===== src/shared/arith_compare_pkg.sv =====
// Constants, field layouts and carriers for the arithmetic/compare decoder.
// Assumes one instruction-cycle clock shared by the whole core.
package arith_compare_pkg;

    // Widths
    localparam int WORD_W  = 16;
    localparam int PC_W    = 12;
    localparam int DIGIT_W = 4;
    localparam int BANK_W  = 2;
    localparam int ROW_W   = 2;
    localparam int COL_W   = 4;
    localparam int ADDR_W  = BANK_W + ROW_W + COL_W;
    localparam int MEM_DEPTH = 256;

    // Operation codes in bits 15..10 (full) and 15..12 (group)
    localparam logic [5:0] OP_SKIP_REG_EQUAL     = 6'h01;
    localparam logic [5:0] OP_SKIP_REG_NOT_BELOW = 6'h03;
    localparam logic [5:0] OP_SKIP_IMM_EQUAL     = 6'h0d;
    localparam logic [5:0] OP_SKIP_IMM_NOT_BELOW = 6'h0f;
    localparam logic [3:0] GRP_PLUS_REG_MEM      = 4'h4;
    localparam logic [3:0] GRP_PLUS_MEM_IMM      = 4'h5;
    localparam logic [3:0] GRP_MINUS_REG_MEM     = 4'h6;
    localparam logic [3:0] GRP_MINUS_MEM_IMM     = 4'h7;

    // Option bits inside the operation code
    localparam int CARRY_IN_BIT = 1;   // instruction bit 11
    localparam int SKIP_BIT     = 0;   // instruction bit 10

    // Reset values
    localparam logic [PC_W-1:0]    PC_RESET    = 12'h000;
    localparam logic               CARRY_RESET = 1'b0;
    localparam logic [ADDR_W-1:0]  ADDR_RESET  = 8'h00;
    localparam logic [DIGIT_W-1:0] DIGIT_RESET = 4'h0;
    localparam logic [BANK_W-1:0]  REG_BANK    = 2'h0;
    localparam logic [ROW_W-1:0]   REG_ROW     = 2'h0;

    // Instruction word split into its fields
    typedef struct packed {
        logic [5:0]         opcode;
        logic [ROW_W-1:0]   row_address_field;
        logic [COL_W-1:0]   column_address_field;
        logic [DIGIT_W-1:0] register_index_field;  // also immediate
    } instr_s;

    // Data-memory write request / write-back report
    typedef struct packed {
        logic               valid;
        logic [ADDR_W-1:0]  addr;
        logic [DIGIT_W-1:0] data;
    } mem_wr_s;

endpackage


===== src/rtl/arith_compare_decoder.sv =====
// Decoder and executor for the add, subtract and compare-and-skip group.
// Assumes instructions and memory loads come from logic on sys_clk; the
// data memory (256 digits) lives here so operands are read in one cycle.
`timescale 1ns/1ps
`default_nettype none

module arith_compare_decoder (
    input  wire logic                                   sys_clk,
    input  wire logic                                   rst,
    input  wire logic                                   instr_valid,
    input  wire arith_compare_pkg::instr_s              instr,
    input  wire logic [arith_compare_pkg::BANK_W-1:0]   bank_sel,
    input  wire arith_compare_pkg::mem_wr_s             load,
    output logic      [arith_compare_pkg::PC_W-1:0]     pc_ff,
    output logic                                        carry_ff,
    output logic                                        skip_pending_ff,
    output logic                                        done_ff,
    output arith_compare_pkg::mem_wr_s                  wb_ff
);

    // Digits live here so both operands are read in the cycle they are named
    logic [arith_compare_pkg::DIGIT_W-1:0]
        mem_ff [arith_compare_pkg::MEM_DEPTH];

    logic                                  exec;
    logic [3:0]                            grp;
    logic                                  is_arith;
    logic                                  is_sub;
    logic                                  is_imm;
    logic                                  is_cmp;
    logic                                  cmp_eq;
    logic [arith_compare_pkg::ADDR_W-1:0]  m_addr;
    logic [arith_compare_pkg::ADDR_W-1:0]  r_addr;
    logic [arith_compare_pkg::DIGIT_W-1:0] m_val;
    logic [arith_compare_pkg::DIGIT_W-1:0] r_val;
    logic [arith_compare_pkg::DIGIT_W-1:0] opnd_b;
    logic                                  cin;
    logic [arith_compare_pkg::DIGIT_W:0]   sum;
    logic                                  nxt_skip;
    arith_compare_pkg::mem_wr_s            nxt_wb;

    // Carry or borrow is the fifth bit of the widened result
    function automatic logic carry_out(input logic [4:0] v);
        carry_out = v[4];
    endfunction

    // Address build: bank, row, column, used for both operands
    function automatic logic [arith_compare_pkg::ADDR_W-1:0] mk_addr(
        input logic [arith_compare_pkg::BANK_W-1:0]  b,
        input logic [arith_compare_pkg::ROW_W-1:0]   r,
        input logic [arith_compare_pkg::COL_W-1:0]   c);
        mk_addr = {b, r, c};
    endfunction

    // Operand decode: a suppressed instruction only steps the PC and clears the pending skip
    assign exec     = instr_valid && !skip_pending_ff;
    assign grp      = instr.opcode[5:2];
    assign is_arith = (grp == arith_compare_pkg::GRP_PLUS_REG_MEM)  ||
                      (grp == arith_compare_pkg::GRP_PLUS_MEM_IMM)  ||
                      (grp == arith_compare_pkg::GRP_MINUS_REG_MEM) ||
                      (grp == arith_compare_pkg::GRP_MINUS_MEM_IMM);
    assign is_sub   = (grp == arith_compare_pkg::GRP_MINUS_REG_MEM) ||
                      (grp == arith_compare_pkg::GRP_MINUS_MEM_IMM);
    assign cmp_eq   = (instr.opcode == arith_compare_pkg::OP_SKIP_REG_EQUAL) ||
                      (instr.opcode == arith_compare_pkg::OP_SKIP_IMM_EQUAL);
    assign is_cmp   = cmp_eq ||
        (instr.opcode == arith_compare_pkg::OP_SKIP_REG_NOT_BELOW) ||
        (instr.opcode == arith_compare_pkg::OP_SKIP_IMM_NOT_BELOW);
    // Immediate forms: 0101, 0111, 001101, 001111 all have bit 12 set
    assign is_imm   = instr.opcode[2];

    // Operand fetch: M in the selected bank, r fixed in bank 0 row 0
    assign m_addr = mk_addr(bank_sel, instr.row_address_field,
                            instr.column_address_field);
    assign r_addr = mk_addr(arith_compare_pkg::REG_BANK,
                            arith_compare_pkg::REG_ROW,
                            instr.register_index_field);
    assign m_val  = mem_ff[m_addr];
    assign r_val  = mem_ff[r_addr];

    // Datapath: first operand is r or M, second is M or I
    always_comb begin
        logic [arith_compare_pkg::DIGIT_W-1:0] opnd_a;
        opnd_a = is_imm ? m_val : r_val;
        opnd_b = is_imm ? instr.register_index_field : m_val;
        cin    = is_arith && carry_ff &&
                 instr.opcode[arith_compare_pkg::CARRY_IN_BIT];
        if (is_sub || is_cmp) begin
            sum = {1'b0, opnd_a} - {1'b0, opnd_b} - {4'h0, cin};
        end else begin
            sum = {1'b0, opnd_a} + {1'b0, opnd_b} + {4'h0, cin};
        end
    end

    // Skip decision and write-back request
    always_comb begin
        nxt_skip = 1'b0;
        nxt_wb   = '0;
        if (exec && is_arith) begin
            nxt_skip     = carry_out(sum) &&
                           instr.opcode[arith_compare_pkg::SKIP_BIT];
            nxt_wb.valid = 1'b1;
            nxt_wb.addr  = is_imm ? m_addr : r_addr;
            nxt_wb.data  = sum[arith_compare_pkg::DIGIT_W-1:0];
        end else if (exec && is_cmp) begin
            // Compares never store: zero test or no-borrow test only
            nxt_skip = cmp_eq ? (sum[arith_compare_pkg::DIGIT_W-1:0] == 4'h0)
                              : !carry_out(sum);
        end
    end

    // Data memory: an executed write-back beats a load in the same cycle
    always_ff @(posedge sys_clk) begin
        if (nxt_wb.valid) begin
            mem_ff[nxt_wb.addr] <= nxt_wb.data;
        end else if (load.valid) begin
            mem_ff[load.addr] <= load.data;
        end
    end

    // Program counter: every instruction, executed or skipped, steps once
    always_ff @(posedge sys_clk or posedge rst) begin
        if (rst) begin
            pc_ff <= arith_compare_pkg::PC_RESET;
        end else if (instr_valid) begin
            pc_ff <= pc_ff + 12'h001;
        end
    end

    // Skip request lives until the next instruction consumes it
    always_ff @(posedge sys_clk or posedge rst) begin
        if (rst) begin
            skip_pending_ff <= 1'b0;
        end else if (instr_valid) begin
            skip_pending_ff <= nxt_skip;
        end
    end

    // Carry/borrow flag, touched only by add and subtract
    always_ff @(posedge sys_clk or posedge rst) begin
        if (rst) begin
            carry_ff <= arith_compare_pkg::CARRY_RESET;
        end else if (exec && is_arith) begin
            carry_ff <= carry_out(sum);
        end
    end

    // Report of each write and each accepted instruction
    always_ff @(posedge sys_clk or posedge rst) begin
        if (rst) begin
            wb_ff   <= '0;
            done_ff <= 1'b0;
        end else begin
            wb_ff   <= nxt_wb;
            done_ff <= instr_valid;
        end
    end
endmodule

`default_nettype wire


===== config.mk =====
export PLATFORM = sky130hd
export DESIGN_NAME = arith_compare_decoder
export DESIGN_NICKNAME = d
export VERILOG_FILES = /design/src/shared/arith_compare_pkg.sv /design/src/rtl/arith_compare_decoder.sv
export SDC_FILE = /design/constraint.sdc
export NUM_CORES = 1
export LEC_CHECK = 0
export BUFFER_PORTS_ARGS = -buffer_cell sky130_fd_sc_hd__buf_2
export CAP_MARGIN = 5
export CORE_AREA = 2 2 311 313
export DETAILED_ROUTE_END_ITERATION = 12
export DIE_AREA = 0 0 313 315
export PLACE_DENSITY = 0.61
export REMOVE_ABC_BUFFERS = 1
export SYNTH_ARGS = -nofsm -noshare
export SYNTH_HDL_FRONTEND = slang
export SYNTH_SLANG_ARGS = --single-unit

===== constraint.sdc =====
create_clock -name sys_clk -period 9.72 [get_ports sys_clk]
set_input_delay 0.972 -clock sys_clk [delete_from_list [all_inputs] [get_ports sys_clk]]
set_output_delay 0.972 -clock sys_clk [all_outputs]
set_load 0.05 [all_outputs]

# [Yosys cells after proc, flatten, opt, wreduce, memory -nomap -nowiden]
# Memories as Yosys holds them, arrays and structs flattened.
# Index checks and enable logic that the tools add are counted.
# Widths: inputs -> output; s select.
[word_totals] ram_bits=1024 n_memories=1 reg_bits=28 word_cells=55 input_bits=34 output_inout_bits=28
[classes] mux=16 n_addsub=5 n_eq_ne=8 n_reduce_logical=18
[memory_table] name="mem_ff" depth=256 word_bits=4 rd=2 rd_clocked_by_memory_dff=0 wr=1 line="arith_compare_decoder.sv:23" rtl="mem_ff [arith_compare_pkg::MEM_DEPTH];"
[op_table] operator="$eq 4x3->1 const B" count=4
[op_table] operator="$mux 8" count=2
[op_table] operator="$mux 13" count=1
[op_table] operator="$add 12x1->12 const B" count=1
[op_table] operator="$eq 6x4->1 const B" count=2
[op_table] operator="$mux 4" count=3
[op_table] operator="$mux 1" count=9
[op_table] operator="$logic_or 1x1->1" count=8
[op_table] operator="$eq 6x1->1 const B" count=1
[op_table] operator="$eq 6x2->1 const B" count=1
[op_table] operator="$logic_and 1x1->1" count=6
[op_table] operator="$add 4x4->5" count=1
[op_table] operator="$add 5x1->5" count=1
[op_table] operator="$mux 5" count=1
[op_table] operator="$sub 4x4->5" count=1
[op_table] operator="$sub 5x1->5" count=1
[op_table] operator="$logic_not 4->1" count=1
[op_table] operator="$reduce_or 4->1" count=1
[op_table] operator="$logic_not 1->1" count=2

# [Longest topological paths before layout]
# Gate-level depths: netlist of the first run.
[depth] word_depth=13 ltp_mapped=22 depth_no_buf=17

# [Worst setup path after synthesis of the first run]
# OpenSTA, ideal clock, no wires.
[synth_timing] path_type="input to register" startpoint="input instr[5] (netlist name)" endpoint="memory mem_ff[0][3] (netlist name), data pin" t_arrival_ps=8201 path_slack_ps=1 stages=16 n_path_buf=3 setup_ps=1517 required_time_ps=8203 cell_sequence="buf_2 > clkbuf_1 > clkbuf_1 > mux4_2 > mux4_2 > mux4_2 > a22oi_1 > a21oi_1 > a21oi_2 > inv_2 > fa_1 > ha_1 > a311o_1 > a31oi_1 > mux2i_1 > nand3_1"
[synth_via] elab_chain_cells=7 elab_cells_between_ends=10 classes_between="add/sub (4); mux (5); memory (1)"
[synth_lines] element="start: declaration" line="arith_compare_decoder.sv:11" rtl="input wire arith_compare_pkg::instr_s instr,"
[synth_lines] element="$mem_v2 256x4 *"
[synth_lines] element="$mux 4, on equally long branches" line="arith_compare_decoder.sv:84, arith_compare_decoder.sv:85"
[synth_lines] element="$add 4x4->5 or $sub 4x4->5 (tied branches)" line="arith_compare_decoder.sv:91, arith_compare_decoder.sv:89"
[synth_lines] element="$add 5x1->5 or $sub 5x1->5 (tied branches)" line="arith_compare_decoder.sv:91, arith_compare_decoder.sv:89"
[synth_lines] element="$mux 5 *" line="arith_compare_decoder.sv:88" rtl="if (is_sub || is_cmp) begin"
[synth_lines] element="$mux 13 *" line="arith_compare_decoder.sv:99" rtl="if (exec && is_arith) begin"
[synth_lines] element="$mux 4 (no source line) *"
[synth_lines] element="end: declaration" line="arith_compare_decoder.sv:23"
# Every way passes the cells marked *; elsewhere a longest branch is shown, timed or not.

# [Worst setup path after layout of the first run]
[layout_timing] startpoint="input instr[4] (netlist name)" endpoint="memory mem_ff[123][3] (netlist name), data pin"
# Same word-level chain as after synthesis.

==> impl_results.md, run 1 <==
- Synth top area cells: edfxtp_1 72%, mux4_2 17%, nor2_1 2.5%
- Fillers: 7581
- Post-Syn Instances: 2080
- Final #Nets: 2203
- Chip Height: 315 um
- Final worst-path cycle share: 0.7166
- Setup Skew: 0.03083 ns
- CP max FO: 104
- DR WL/cell: 29.16 um
- CTS buffer count: 102
- Share of post-route cells with drive strength above 1: 0.2601
- Global-route wire length before repair: 150200 um
- Critical Path Start Type: input pin
- Clk sinks: 1052
- DR vias/cell: 5.948
- Yosys reg bits: 1052
- Sequential fraction of the synthesis area: 0.7415
- Status: finished clean
- Pre-antenna DRT Iters: 6
- Post-synth ARST share: 0.02662
- CP top delay family: multiplexers
- Total chip power: 9.608 mW
- Setup tns final: 0 ns
- Largest stage delay on the critical path: 0.65 ns
- Power density cells: 202.9 mW/mm^2
- Initial antenna violation count: 1
- Max-Slew Margin vs Limit: 0.2647
- Critical Path, Cell by Cell: buf_8 -> buf_4 -> mux4_2 -> mux4_2 -> mux4_2 -> a22oi_1 -> a21oi_1 -> a21oi_2 -> inv_2 -> fa_1 -> ha_1 -> a311o_1 -> a31oi_1 -> mux2i_1 -> nand3_4 -> buf_4
- Dpl ws: 2.067 ns
- Worst-Margin Slew: 1.099 ns
- Number of port buffers: 61
- Clock Pin Slew Worst Setup and Hold Paths: 0.06 ns
- Net switching component of the power: 2.183 mW
- Worst VDD drop: 0.1368 mV
- Slowest library cell on the worst path: buf_4
- Clock Path Buffers: 3
- Vias in the first global route: 21350
- Global route overflow: 0
- Site Rows: 114
- DRT antenna net count: 0
- WP buf/inv: 4
- Worst Path Arrival: 7.21 ns
- Clock power frac: 0.391
- Internal power: 7.425 mW
- Yosys warning count: 0
- Worst setup margin: 2.754 ns
- Count of cell types in the netlist: 50
- Die area: 0.09860 sq mm
- Num ports: 62
- Diode count: 0
- Final Max Tran Viols: 0
- Synth Cell Area: 0.04242 sq mm
- Post-CTS Hold Fix Bufs: 0
- Worst hold slack: 0.4857 ns
- WL final: 102500 um
- GRT Overall Usage: 0.2102
- Min Tclk post-route: 6.966 ns
- CP Class: input pin to register
- Area Growth Syn to Fin: 11.65%
- Static leakage: 15.04 nW
- HPWL after DPL: 61280 um
- Hold Path Class: register to register
- Number of synthesized flops with an enable pin: 1024
- # Post-CTS Setup Buffers: 0
- Total core area: 0.09571 sq mm
- Flop pwr share: 0.531
- CP endpoint kind: register
- Via count: 20900
- Largest net degree at the start of global routing: 185
- Switching share of power: 0.2272
- Data required, critical path: 9.97 ns
- Fmax achieved: 143.6 MHz
- H-tree level count: 3
- Most used flip-flop cell after synthesis: edfxtp_1
- Die W: 313 um
- Max-cap violations: 0
- CTS tree: built
- Synth top area share: 0.7250
- RSZ-0062 raised after global routing: false
- Worst skew pair latency: 0.68 ns
- Avg Inst Size Synth: 20.39 sq um
- Synth area leader: edfxtp_1
- Most common cell on crit path: mux4_2
- DRC: 0
- Final hold violation count: 0
- Inst Count DP: 3329
- CTS root buf: clkbuf_16
- Final setup viols: 0
- Combinational cell fraction of total power: 0.078
- Final Wtd Congestion: 0.8350
- Initial Util: 0.4432
- Iteration-0 DRC Markers: 2334
- Finished Layout Cells: 3514
- Resize count post-CTS: 0
[kinds of logic after synthesis]
group | share of synthesized area
xor gates and xnor gates | 0.003097
adders and majority gates | 0.004248
muxes | 0.1843
DFF | 0.7415
and+or+nand+nor | 0.03894
buffers and inverters | 0.01490
AOI/OAI and AO/OA | 0.01304
[final timing paths]
| kind | from | endpoint | slack, ns | cells after the start |
|---|---|---|---|---|
| min reg2reg | pc_ff[11] | pc_ff[11] | 0.49 | 1 |
| max | instr[4] | mem_ff[123][3] | 2.75 | 16 |
| max reg2reg | mem_ff[108][0] | mem_ff[123][3] | 3.71 | 14 |
| min | pc_ff[11] | pc_ff[11] | 0.49 | 1 |
| max in group asynchronous | rst | done_ff | 8.53 | 2 |
| min in group asynchronous | rst | pc_ff[7] | 0.56 | 2 |
[cell usage after synthesis (2+ instances only)]
library cell,n
mux2_2,4
a211oi_1,2
nand4_1,7
mux2i_1,52
o2bb2ai_1,2
nor4bb_1,3
inv_1,15
fa_1,4
xor2_1,7
a22o_1,3
buf_4,8
nor4b_1,4
o21ai_0,8
clkinv_1,3
inv_2,3
buf_1,16
buf_2,25
clkbuf_1,67
a21oi_1,26
mux4_2,322
nor2b_1,12
nand2_1,57
a21oi_2,2
a21o_1,5
nor4_1,2
and3_1,2
and2_1,6
xnor2_1,8
buf_6,5
a22oi_1,23
nand3_1,18
dfrtp_1,28
nor2_1,280
a31oi_1,2
nor3_1,4
ha_1,8
edfxtp_1,1024
[layer usage]
layer / part of all wire / global-route usage / vias to the layer above
li1: - / - / 8681
met1: 0.42 / 0.3021 / 11170
met2: 0.48 / 0.3342 / 886
met3: 0.078 / 0.03861 / 160
met4: 0.023 / 0.05579 / 0
met5: 0 / 0 / -
[flip-flops by register name, indices dropped and copies added (netlist names)]
register / flops
carry_ff: 1
wb_ff: 13
done_ff: 1
skip_pending_ff: 1
pc_ff: 12
mem_ff: 1024
[layout by cell type, fill, tap and decap left out, types with 8 or more instances in the layout]
master / Yosys / layout
xnor2_1: 8 / 8
mux4_2: 322 / 322
a21oi_1: 26 / 26
o21ai_0: 8 / 8
nand2_1: 57 / 42
nor2b_1: 12 / 12
nor2_1: 280 / 280
clkbuf_1: 67 / 28
a22oi_1: 23 / 23
nand3_1: 18 / 17
clkinv_1: 3 / 23
dfrtp_1: 28 / 28
clkinv_2: 0 / 19
edfxtp_1: 1024 / 1024
inv_1: 15 / 15
buf_12: 0 / 10
buf_2: 25 / 57
clkbuf_16: 0 / 103
ha_1: 8 / 8
nand2_2: 0 / 15
buf_4: 8 / 25
mux2i_1: 52 / 52
[through the flow]
step | instance area (sq um) | util
6_report | 47360 | 0.4948
5_1_grt | 47360 | 0.4948
4_1_cts | 47360 | 0.4948
3_5_place_dp | 44230 | 0.4622
3_3_place_gp | 44230 | 0.4622
2_1_floorplan | 41860 | -
[power groups by stage]
| stage | sequential (mW) | clock, mW | combinational (mW) |
|---|---|---|---|
| after floorplan | 5.29 | 0 | 0.349 |
| after global placement | 5.20 | 0 | 0.737 |
| after detailed placement | 5.20 | 0 | 0.751 |
| after CTS | 5.10 | 3.82 | 0.753 |
| after global routing | 5.10 | 3.99 | 0.793 |
| final | 5.10 | 3.76 | 0.746 |
[layout make-up]
type / count / area, sq um / share of cell area
flip-flops and latches: 1052 / 31450 / 0.6641
multi-input cells: 886 / 10410 / 0.2197
clock buffers: 131 / 2683 / 0.05664
well taps: 1276 / 1597 / 0.03371
repair buffers: 94 / 703.2 / 0.01485
clock inverters: 54 / 441.7 / 0.009326
inverters: 21 / 78.83 / 0.001664
(Power assumes the default switching activity.)
==> run 2, diff against run 1 <==
==> constraint.sdc (replaced) <==
create_clock -name sys_clk -period 6.6 [get_ports sys_clk]
set_input_delay 0.66 -clock sys_clk [delete_from_list [all_inputs] [get_ports sys_clk]]
set_output_delay 0.66 -clock sys_clk [all_outputs]
set_load 0.05 [all_outputs]
==> run 2 against run 1 <==
First-iteration DRC count up 8.1%. Die area is the same. Register-to-register slack worse by 2.4 ns. Sequential share of layout area down 0.74 points. Final cell count grew 1.2%. Clock-buffer cell count is 6 lower. Setup slack got worse by 1.8 ns. Critical endpoint is now mem_ff[127][3].
==> impl_results.md, run 2 (synthesis gave the netlist of run 1 again) <==
- Status: finished clean
- Met1 usage: 0.2978 (-0.004363)
- WL final: 104100 um (+1.6%)
- Combinational cell fraction of total power: 0.080 (+0.002)
- Post-CTS Hold Fix Bufs: 0 (unchanged)
- Die W: 313 um (unchanged)
- Data required, critical path: 6.89 ns (-3.08 ns)
- GR Layer Usage met2: 0.3381 (+0.003872)
- Clock power frac: 0.397 (+0.006)
- DRC: 0 (unchanged)
- Area Growth Syn to Fin: 12.91%
- Num ports: 62 (unchanged)
- Placed cell areas: 0.04466 sq mm (+0.97%)
- Clock Pin Slew Worst Setup and Hold Paths: 0.06 ns (about the same)
- Share of post-route cells with drive strength above 1: 0.2741 (+0.01407)
- CTS tree: built
- Setup Skew: 0.03143 ns (+0.0005929 ns)
- # Post-CTS Setup Buffers: 0 (unchanged)
- CP max FO: 128 (+23%)
- H-tree level count: 3 (unchanged)
- Critical Path, Cell by Cell: buf_8 -> buf_12 -> mux4_2 -> mux4_2 -> mux4_2 -> a22oi_1 -> a21oi_1 -> a21oi_2 -> inv_2 -> fa_1 -> ha_1 -> a311o_1 -> a31oi_1 -> mux2i_1 -> nand3_4 -> buf_12
- CTS buffer count: 102 (unchanged)
- CTS root buf: clkbuf_16
- Power density cells: 299.7 mW/mm^2 (+48%)
- Die area: 0.09860 sq mm (unchanged)
- Total core area: 0.09571 sq mm (unchanged)
- Global-route wire length before repair: 152200 um (+1.4%)
- Post-route design area: 0.04789 sq mm (+1.1%)
- Final setup viols: 0 (unchanged)
- GRT Overall Usage: 0.2132 (+0.002978)
- Most common cell after layout, fill and taps aside: edfxtp_1
- Net switching component of the power: 3.261 mW (+49%)
- Via count: 21000 (+0.48%)
- Largest stage delay on the critical path: 0.57 ns (-0.08 ns)
- Site Rows: 114 (unchanged)
- DR WL/cell: 29.28 um (+0.41%)
- WP buf/inv: 4 (unchanged)
- Final hold violation count: 0 (unchanged)
- Final Wtd Congestion: 0.8515 (+2.0%)
- HPWL after DPL: 63030 um (+2.9%)
- Final #Nets: 2240 (+1.7%)
- Worst skew pair latency: 0.68 ns (about the same)
- Max-cap violations: 0 (unchanged)
- Switching share of power: 0.2272 (about the same)
- Vias in the first global route: 21700 (+1.7%)
- DR vias/cell: 5.906 (-0.70%)
- Internal power: 11.09 mW (+49%)
- Largest register FFs: 1024 (unchanged)
- Clk sinks: 1052 (unchanged)
- Final worst-path cycle share: 0.8583
- Initial antenna violation count: 0 (-1)
- Min Tclk post-route: 5.665 ns
- CP Class: input pin to register
- Pre-antenna DRT Iters: 5 (-1)
- R2r setup slk: 1.28 ns (-2.43 ns)
- Max-Slew Margin vs Limit: 0.2593 (-0.005422)
- Most common cell on crit path: mux4_2
- Chip Height: 315 um (unchanged)
- Iteration-0 DRC Markers: 2524 (+8.1%)
- Hold Path Class: input pin to register
- Initial Util: 0.4432 (unchanged)
- Worst-Margin Slew: 1.107 ns (+0.008105 ns)
- Clock Path Buffers: 3 (unchanged)
- Fmax achieved: 176.5 MHz
- Largest regs: mem_ff: 1024 flops, wb_ff: 13 flops, pc_ff: 12 flops
- Critical Path Start Type: input pin
- Static leakage: 15.31 nW (+1.8%)
- Resize count post-CTS: 0 (unchanged)
- Slowest library cell on the worst path: mux4_2
- Final Max Tran Viols: 0 (unchanged)
- RSZ-0062 raised after global routing: false
- Commonest non-fill, non-tap cells in the layout: 1024 x edfxtp_1, 322 x mux4_2, 280 x nor2_1
- CP endpoint kind: register
- Largest net degree at the start of global routing: 129 (-30%)
- Setup tns final: 0 ns (unchanged)
- Most Crowded Layer GR: met2
- CP top delay family: multiplexers
- M3 GR Usage: 0.04651 (+0.007894)
- Diode count: 0 (unchanged)
- DRT antenna net count: 0 (unchanged)
- Worst Path Arrival: 5.96 ns (-1.25 ns)
- Number of port buffers: 61 (unchanged)
- Top reg by flops: mem_ff
- Global route overflow: 0 (unchanged)
- Worst VDD drop: 0.1820 mV (+33%)
- Flop pwr share: 0.523 (-0.008)
run 2: metal layers:
| layer | wire, um | up-vias | share of wire |
|---|---|---|---|
| li1 | - | 8756 | - |
| met1 | 43250 | 11190 | 0.42 |
| met2 | 50070 | 893 | 0.48 |
| met3 | 8030 | 161 | 0.077 |
| met4 | 2771 | 0 | 0.027 |
| met5 | 0 | - | 0 |
run 2: path summary, 6_finish.rpt:
| check | end | startpoint | depth (start not counted) |
|---|---|---|---|
| setup / recovery | mem_ff[127][3] | instr[4] | 16 |
| hold / removal | done_ff | instr_valid | 1 |
| setup reg to reg | mem_ff[127][3] | mem_ff[110][0] | 14 |
| hold reg to reg | pc_ff[11] | pc_ff[11] | 1 |
| max in group asynchronous | wb_ff[9] | rst | 2 |
| min in group asynchronous | wb_ff[1] | rst | 2 |
run 2: cell type report:
type | count | area (sq um)
repair buffers | 131 | 1131
clock buffers | 125 | 2680
well taps | 1276 | 1597
fillers | 7622 | 47820
clock inverters | 65 | 549.3
multi-input cells | 886 | 10410
flip-flops and latches | 1052 | 31450
inverters | 21 | 78.83
run 2: power groups by stage:
stage	Combinational, mW	Clock [mW]	Sequential, mW
final	1.15	5.70	7.51
after global routing	1.22	6.05	7.51
after CTS	1.16	5.78	7.51
after detailed placement	1.15	0	7.65
after global placement	1.13	0	7.65
after floorplan	0.514	0	7.79
run 2: through the flow:
step	hold slack, ns	std cells	utilization	worst slack [ns]	power, mW
floorplan	0.6914	1959	-	-2.094	8.308
global placement	0.4555	3366	0.4667	0.4397	8.776
detailed placement	0.4779	3366	0.4667	0.4019	8.806
CTS	0.1810	3556	0.5004	1.092	14.45
global route	0.2196	3556	0.5004	0.7944	14.77
finish	0.2209	3556	0.5004	0.9352	14.35
==> run 3, diff against run 2 <==
--- a/config.mk
+++ b/config.mk
@@ -5,12 +5,12 @@
 export SDC_FILE = /design/constraint.sdc
 export NUM_CORES = 1
 export LEC_CHECK = 0
-export BUFFER_PORTS_ARGS = -buffer_cell sky130_fd_sc_hd__buf_2
 export CAP_MARGIN = 5
 export CORE_AREA = 2 2 311 313
 export DETAILED_ROUTE_END_ITERATION = 12
 export DIE_AREA = 0 0 313 315
-export PLACE_DENSITY = 0.61
+export DONT_BUFFER_PORTS = 1
+export PLACE_DENSITY = 0.6
 export REMOVE_ABC_BUFFERS = 1
 export SYNTH_ARGS = -nofsm -noshare
 export SYNTH_HDL_FRONTEND = slang
==> run 3 against run 2 <==
Critical path depth shrank 2. Global-route usage shrank 0.74 points. Non-clock buffer count shrank 101. Clock skew grew 0.0034 ns. Flip-flop and latch count is the same. Final cell count shrank 2.8%.
==> impl_results.md, run 3 (synthesis gave the netlist of run 1 again) <==
- Clk sinks: 1052 (unchanged)
- HPWL after DPL: 58300 um (-7.5%)
- Clock Path Buffers: 3 (unchanged)
- Status: finished clean
- Die area: 0.09860 sq mm (unchanged)
- Pre-antenna DRT Iters: 5 (unchanged)
- Placed cell areas: 0.04385 sq mm (-1.8%)
- Worst Path Arrival: 6.20 ns (+0.24 ns)
- Power density cells: 301.6 mW/mm^2 (+0.63%)
- CTS tree: built
- H-tree level count: 3 (unchanged)
- M3 GR Usage: 0.04065 (-0.005854)
- CP Class: input pin to register
- Final worst-path cycle share: 0.8880 (+0.02969)
- CTS root buf: clkbuf_16
- Largest regs: mem_ff: 1024 flops, wb_ff: 13 flops, pc_ff: 12 flops
- RSZ-0062 raised after global routing: false
- Top reg by flops: mem_ff
- CP max FO: 275 (+110%)
- GR Layer Usage met2: 0.3269 (-0.01121)
- Worst skew pair latency: 0.67 ns (about the same)
- DR vias/cell: 5.990 (+1.4%)
- Iteration-0 DRC Markers: 2679 (+6.1%)
- Worst-Margin Slew: 1.151 ns (+0.04404 ns)
- Final Wtd Congestion: 0.8511 (about the same)
- Post-route design area: 0.04718 sq mm (-1.5%)
- Data required, critical path: 6.94 ns (+0.05 ns)
- Met1 usage: 0.2948 (-0.002993)
- Final Util: 0.4929 (-0.007451)
- Diode count: 0 (unchanged)
- # Post-CTS Setup Buffers: 0 (unchanged)
- Worst hold slack: 0.09515 ns (-0.1258 ns)
- Multi-input gate area: 0.01040 sq mm (about the same)
- WL final: 101000 um (-3.0%)
- Most common cell after layout, fill and taps aside: edfxtp_1
- Global-route wire length before repair: 147400 um (-3.2%)
- Number of port buffers: 0 (-100%)
- Global route overflow: 0 (unchanged)
- CP endpoint kind: register
- DR WL/cell: 29.22 um (-0.22%)
- Largest net degree at the start of global routing: 276 (+110%)
- Clock Pin Slew Worst Setup and Hold Paths: 0.06 ns (about the same)
- Final #Nets: 2139 (-4.5%)
- Final Max Tran Viols: 0 (unchanged)
- Share of post-route cells with drive strength above 1: 0.2417 (-0.03238)
- Site Rows: 114 (unchanged)
- Area Growth Syn to Fin: 11.23%
- Final setup viols: 0 (unchanged)
- Num ports: 62 (unchanged)
- Vias in the first global route: 20960 (-3.4%)
- CTS buffer count: 102 (unchanged)
- Most Crowded Layer GR: met2
- DRT antenna net count: 0 (unchanged)
- Chip Height: 315 um (unchanged)
- Register area: 0.03145 sq mm (unchanged)
- Static leakage: 14.83 nW (-3.2%)
- GRT Overall Usage: 0.2058 (-0.007394)
- Critical Path Start Type: input pin
- Via count: 20700 (-1.4%)
- Total chip power: 14.23 mW (-0.87%)
- Die W: 313 um (unchanged)
- Largest register FFs: 1024 (unchanged)
- Setup Skew: 0.03482 ns (+0.003398 ns)
- Min Tclk post-route: 5.861 ns (+0.1959 ns)
- R2R depth: 14 (unchanged)
- Max-cap violations: 0 (unchanged)
- Hold Path Class: input pin to register
- DRC: 0 (unchanged)
- Initial Util: 0.4432 (unchanged)
- Fmax achieved: 170.6 MHz (-3.3%)
- Initial antenna violation count: 1 (+1)
- Total core area: 0.09571 sq mm (unchanged)
- Hold Path Cell Cnt: 1 (unchanged)
- Max-Slew Margin vs Limit: 0.2267 (-0.03265)
- Commonest non-fill, non-tap cells in the layout: 1024 x edfxtp_1, 322 x mux4_2, 280 x nor2_1
- Fillers: 7601 (-0.28%)
- Final hold violation count: 0 (unchanged)
- Worst VDD drop: 0.2176 mV (+20%)
-- run 3: cell types whose count changed in the layout (fill, tap and decap cells not counted), moves of 3 or more --
cell / before / now
buf_2: 57 / 0
buf_4: 50 / 20
clkinv_1: 30 / 14
buf_12: 22 / 9
clkbuf_1: 20 / 30
clkbuf_8: 2 / 6
clkinv_2: 19 / 22
inv_6: 5 / 2
nand2_1: 42 / 45
nand2_2: 15 / 12
-- run 3: metal layers --
| layer | routed length, um | vias up |
|---|---|---|
| met4 | 1973 | 0 |
| met1 | 42310 | 11170 |
| met2 | 48550 | 855 |
| met5 | 0 | - |
| met3 | 8138 | 133 |
| li1 | - | 8547 |
-- run 3: timing repair --
item | in CTS | in global routing
endpoints found under the hold margin | 1 | 0
hold buffers | 1 | 0
resized for setup | 0 | 0
-- run 3: stage by stage --
step | worst slack [ns] | setup TNS [ns] | std cells
after floorplan | -2.094 | -983.90 | 1959
after global placement | 0.7260 | 0 | 3264
after detailed placement | 0.6540 | 0 | 3264
after CTS | 1.178 | 0 | 3456
after global routing | 0.6364 | 0 | 3456
final | 0.7393 | 0 | 3456
-- run 3: where the power goes --
group          leakage [nW]  switching (mW)  internal [mW]  total (mW)
registers              9.77           0.139           7.47        7.61
logic                  3.43           0.506          0.338       0.844
clock network          1.62            2.47           3.31        5.78
total                  14.8            3.11           11.1        14.2
-- run 3: worst paths after layout --
check | to | from | slack [ns]
max in group asynchronous | done_ff | rst | 5.82
worst min-delay path | pc_ff[0] | instr_valid | 0.1
min in group asynchronous | pc_ff[8] | rst | 0.15
worst max register to register | mem_ff[113][3] | mem_ff[127][0] | 1.12
worst min register to register | pc_ff[11] | pc_ff[11] | 0.84
worst max-delay path | mem_ff[113][3] | instr[4] | 0.74
-- run 3: area by class of cell --
| type | instances | area share |
|---|---|---|
| Clock inverter | 52 | 0.01148 |
| Tap cell | 1276 | 0.03384 |
| Clock buffer | 139 | 0.05877 |
| Sequential cell | 1052 | 0.6666 |
| Timing Repair Buffer | 30 | 0.007214 |
| Inverter | 21 | 0.001671 |
| Multi-Input combinational cell | 886 | 0.2204 |
-- run 3: worst max-delay path, stage by stage --
cell and delay, ns:
mux4_2 0.77, mux4_2 0.54, mux4_2 0.58, a22oi_1 0.28, a21oi_1 0.13, a21oi_2 0.19, inv_2 0.06, fa_1 0.44
ha_1 0.34, a311o_1 0.33, a31oi_1 0.30, mux2i_1 0.37, nand3_4 0.35, buf_4 0.40
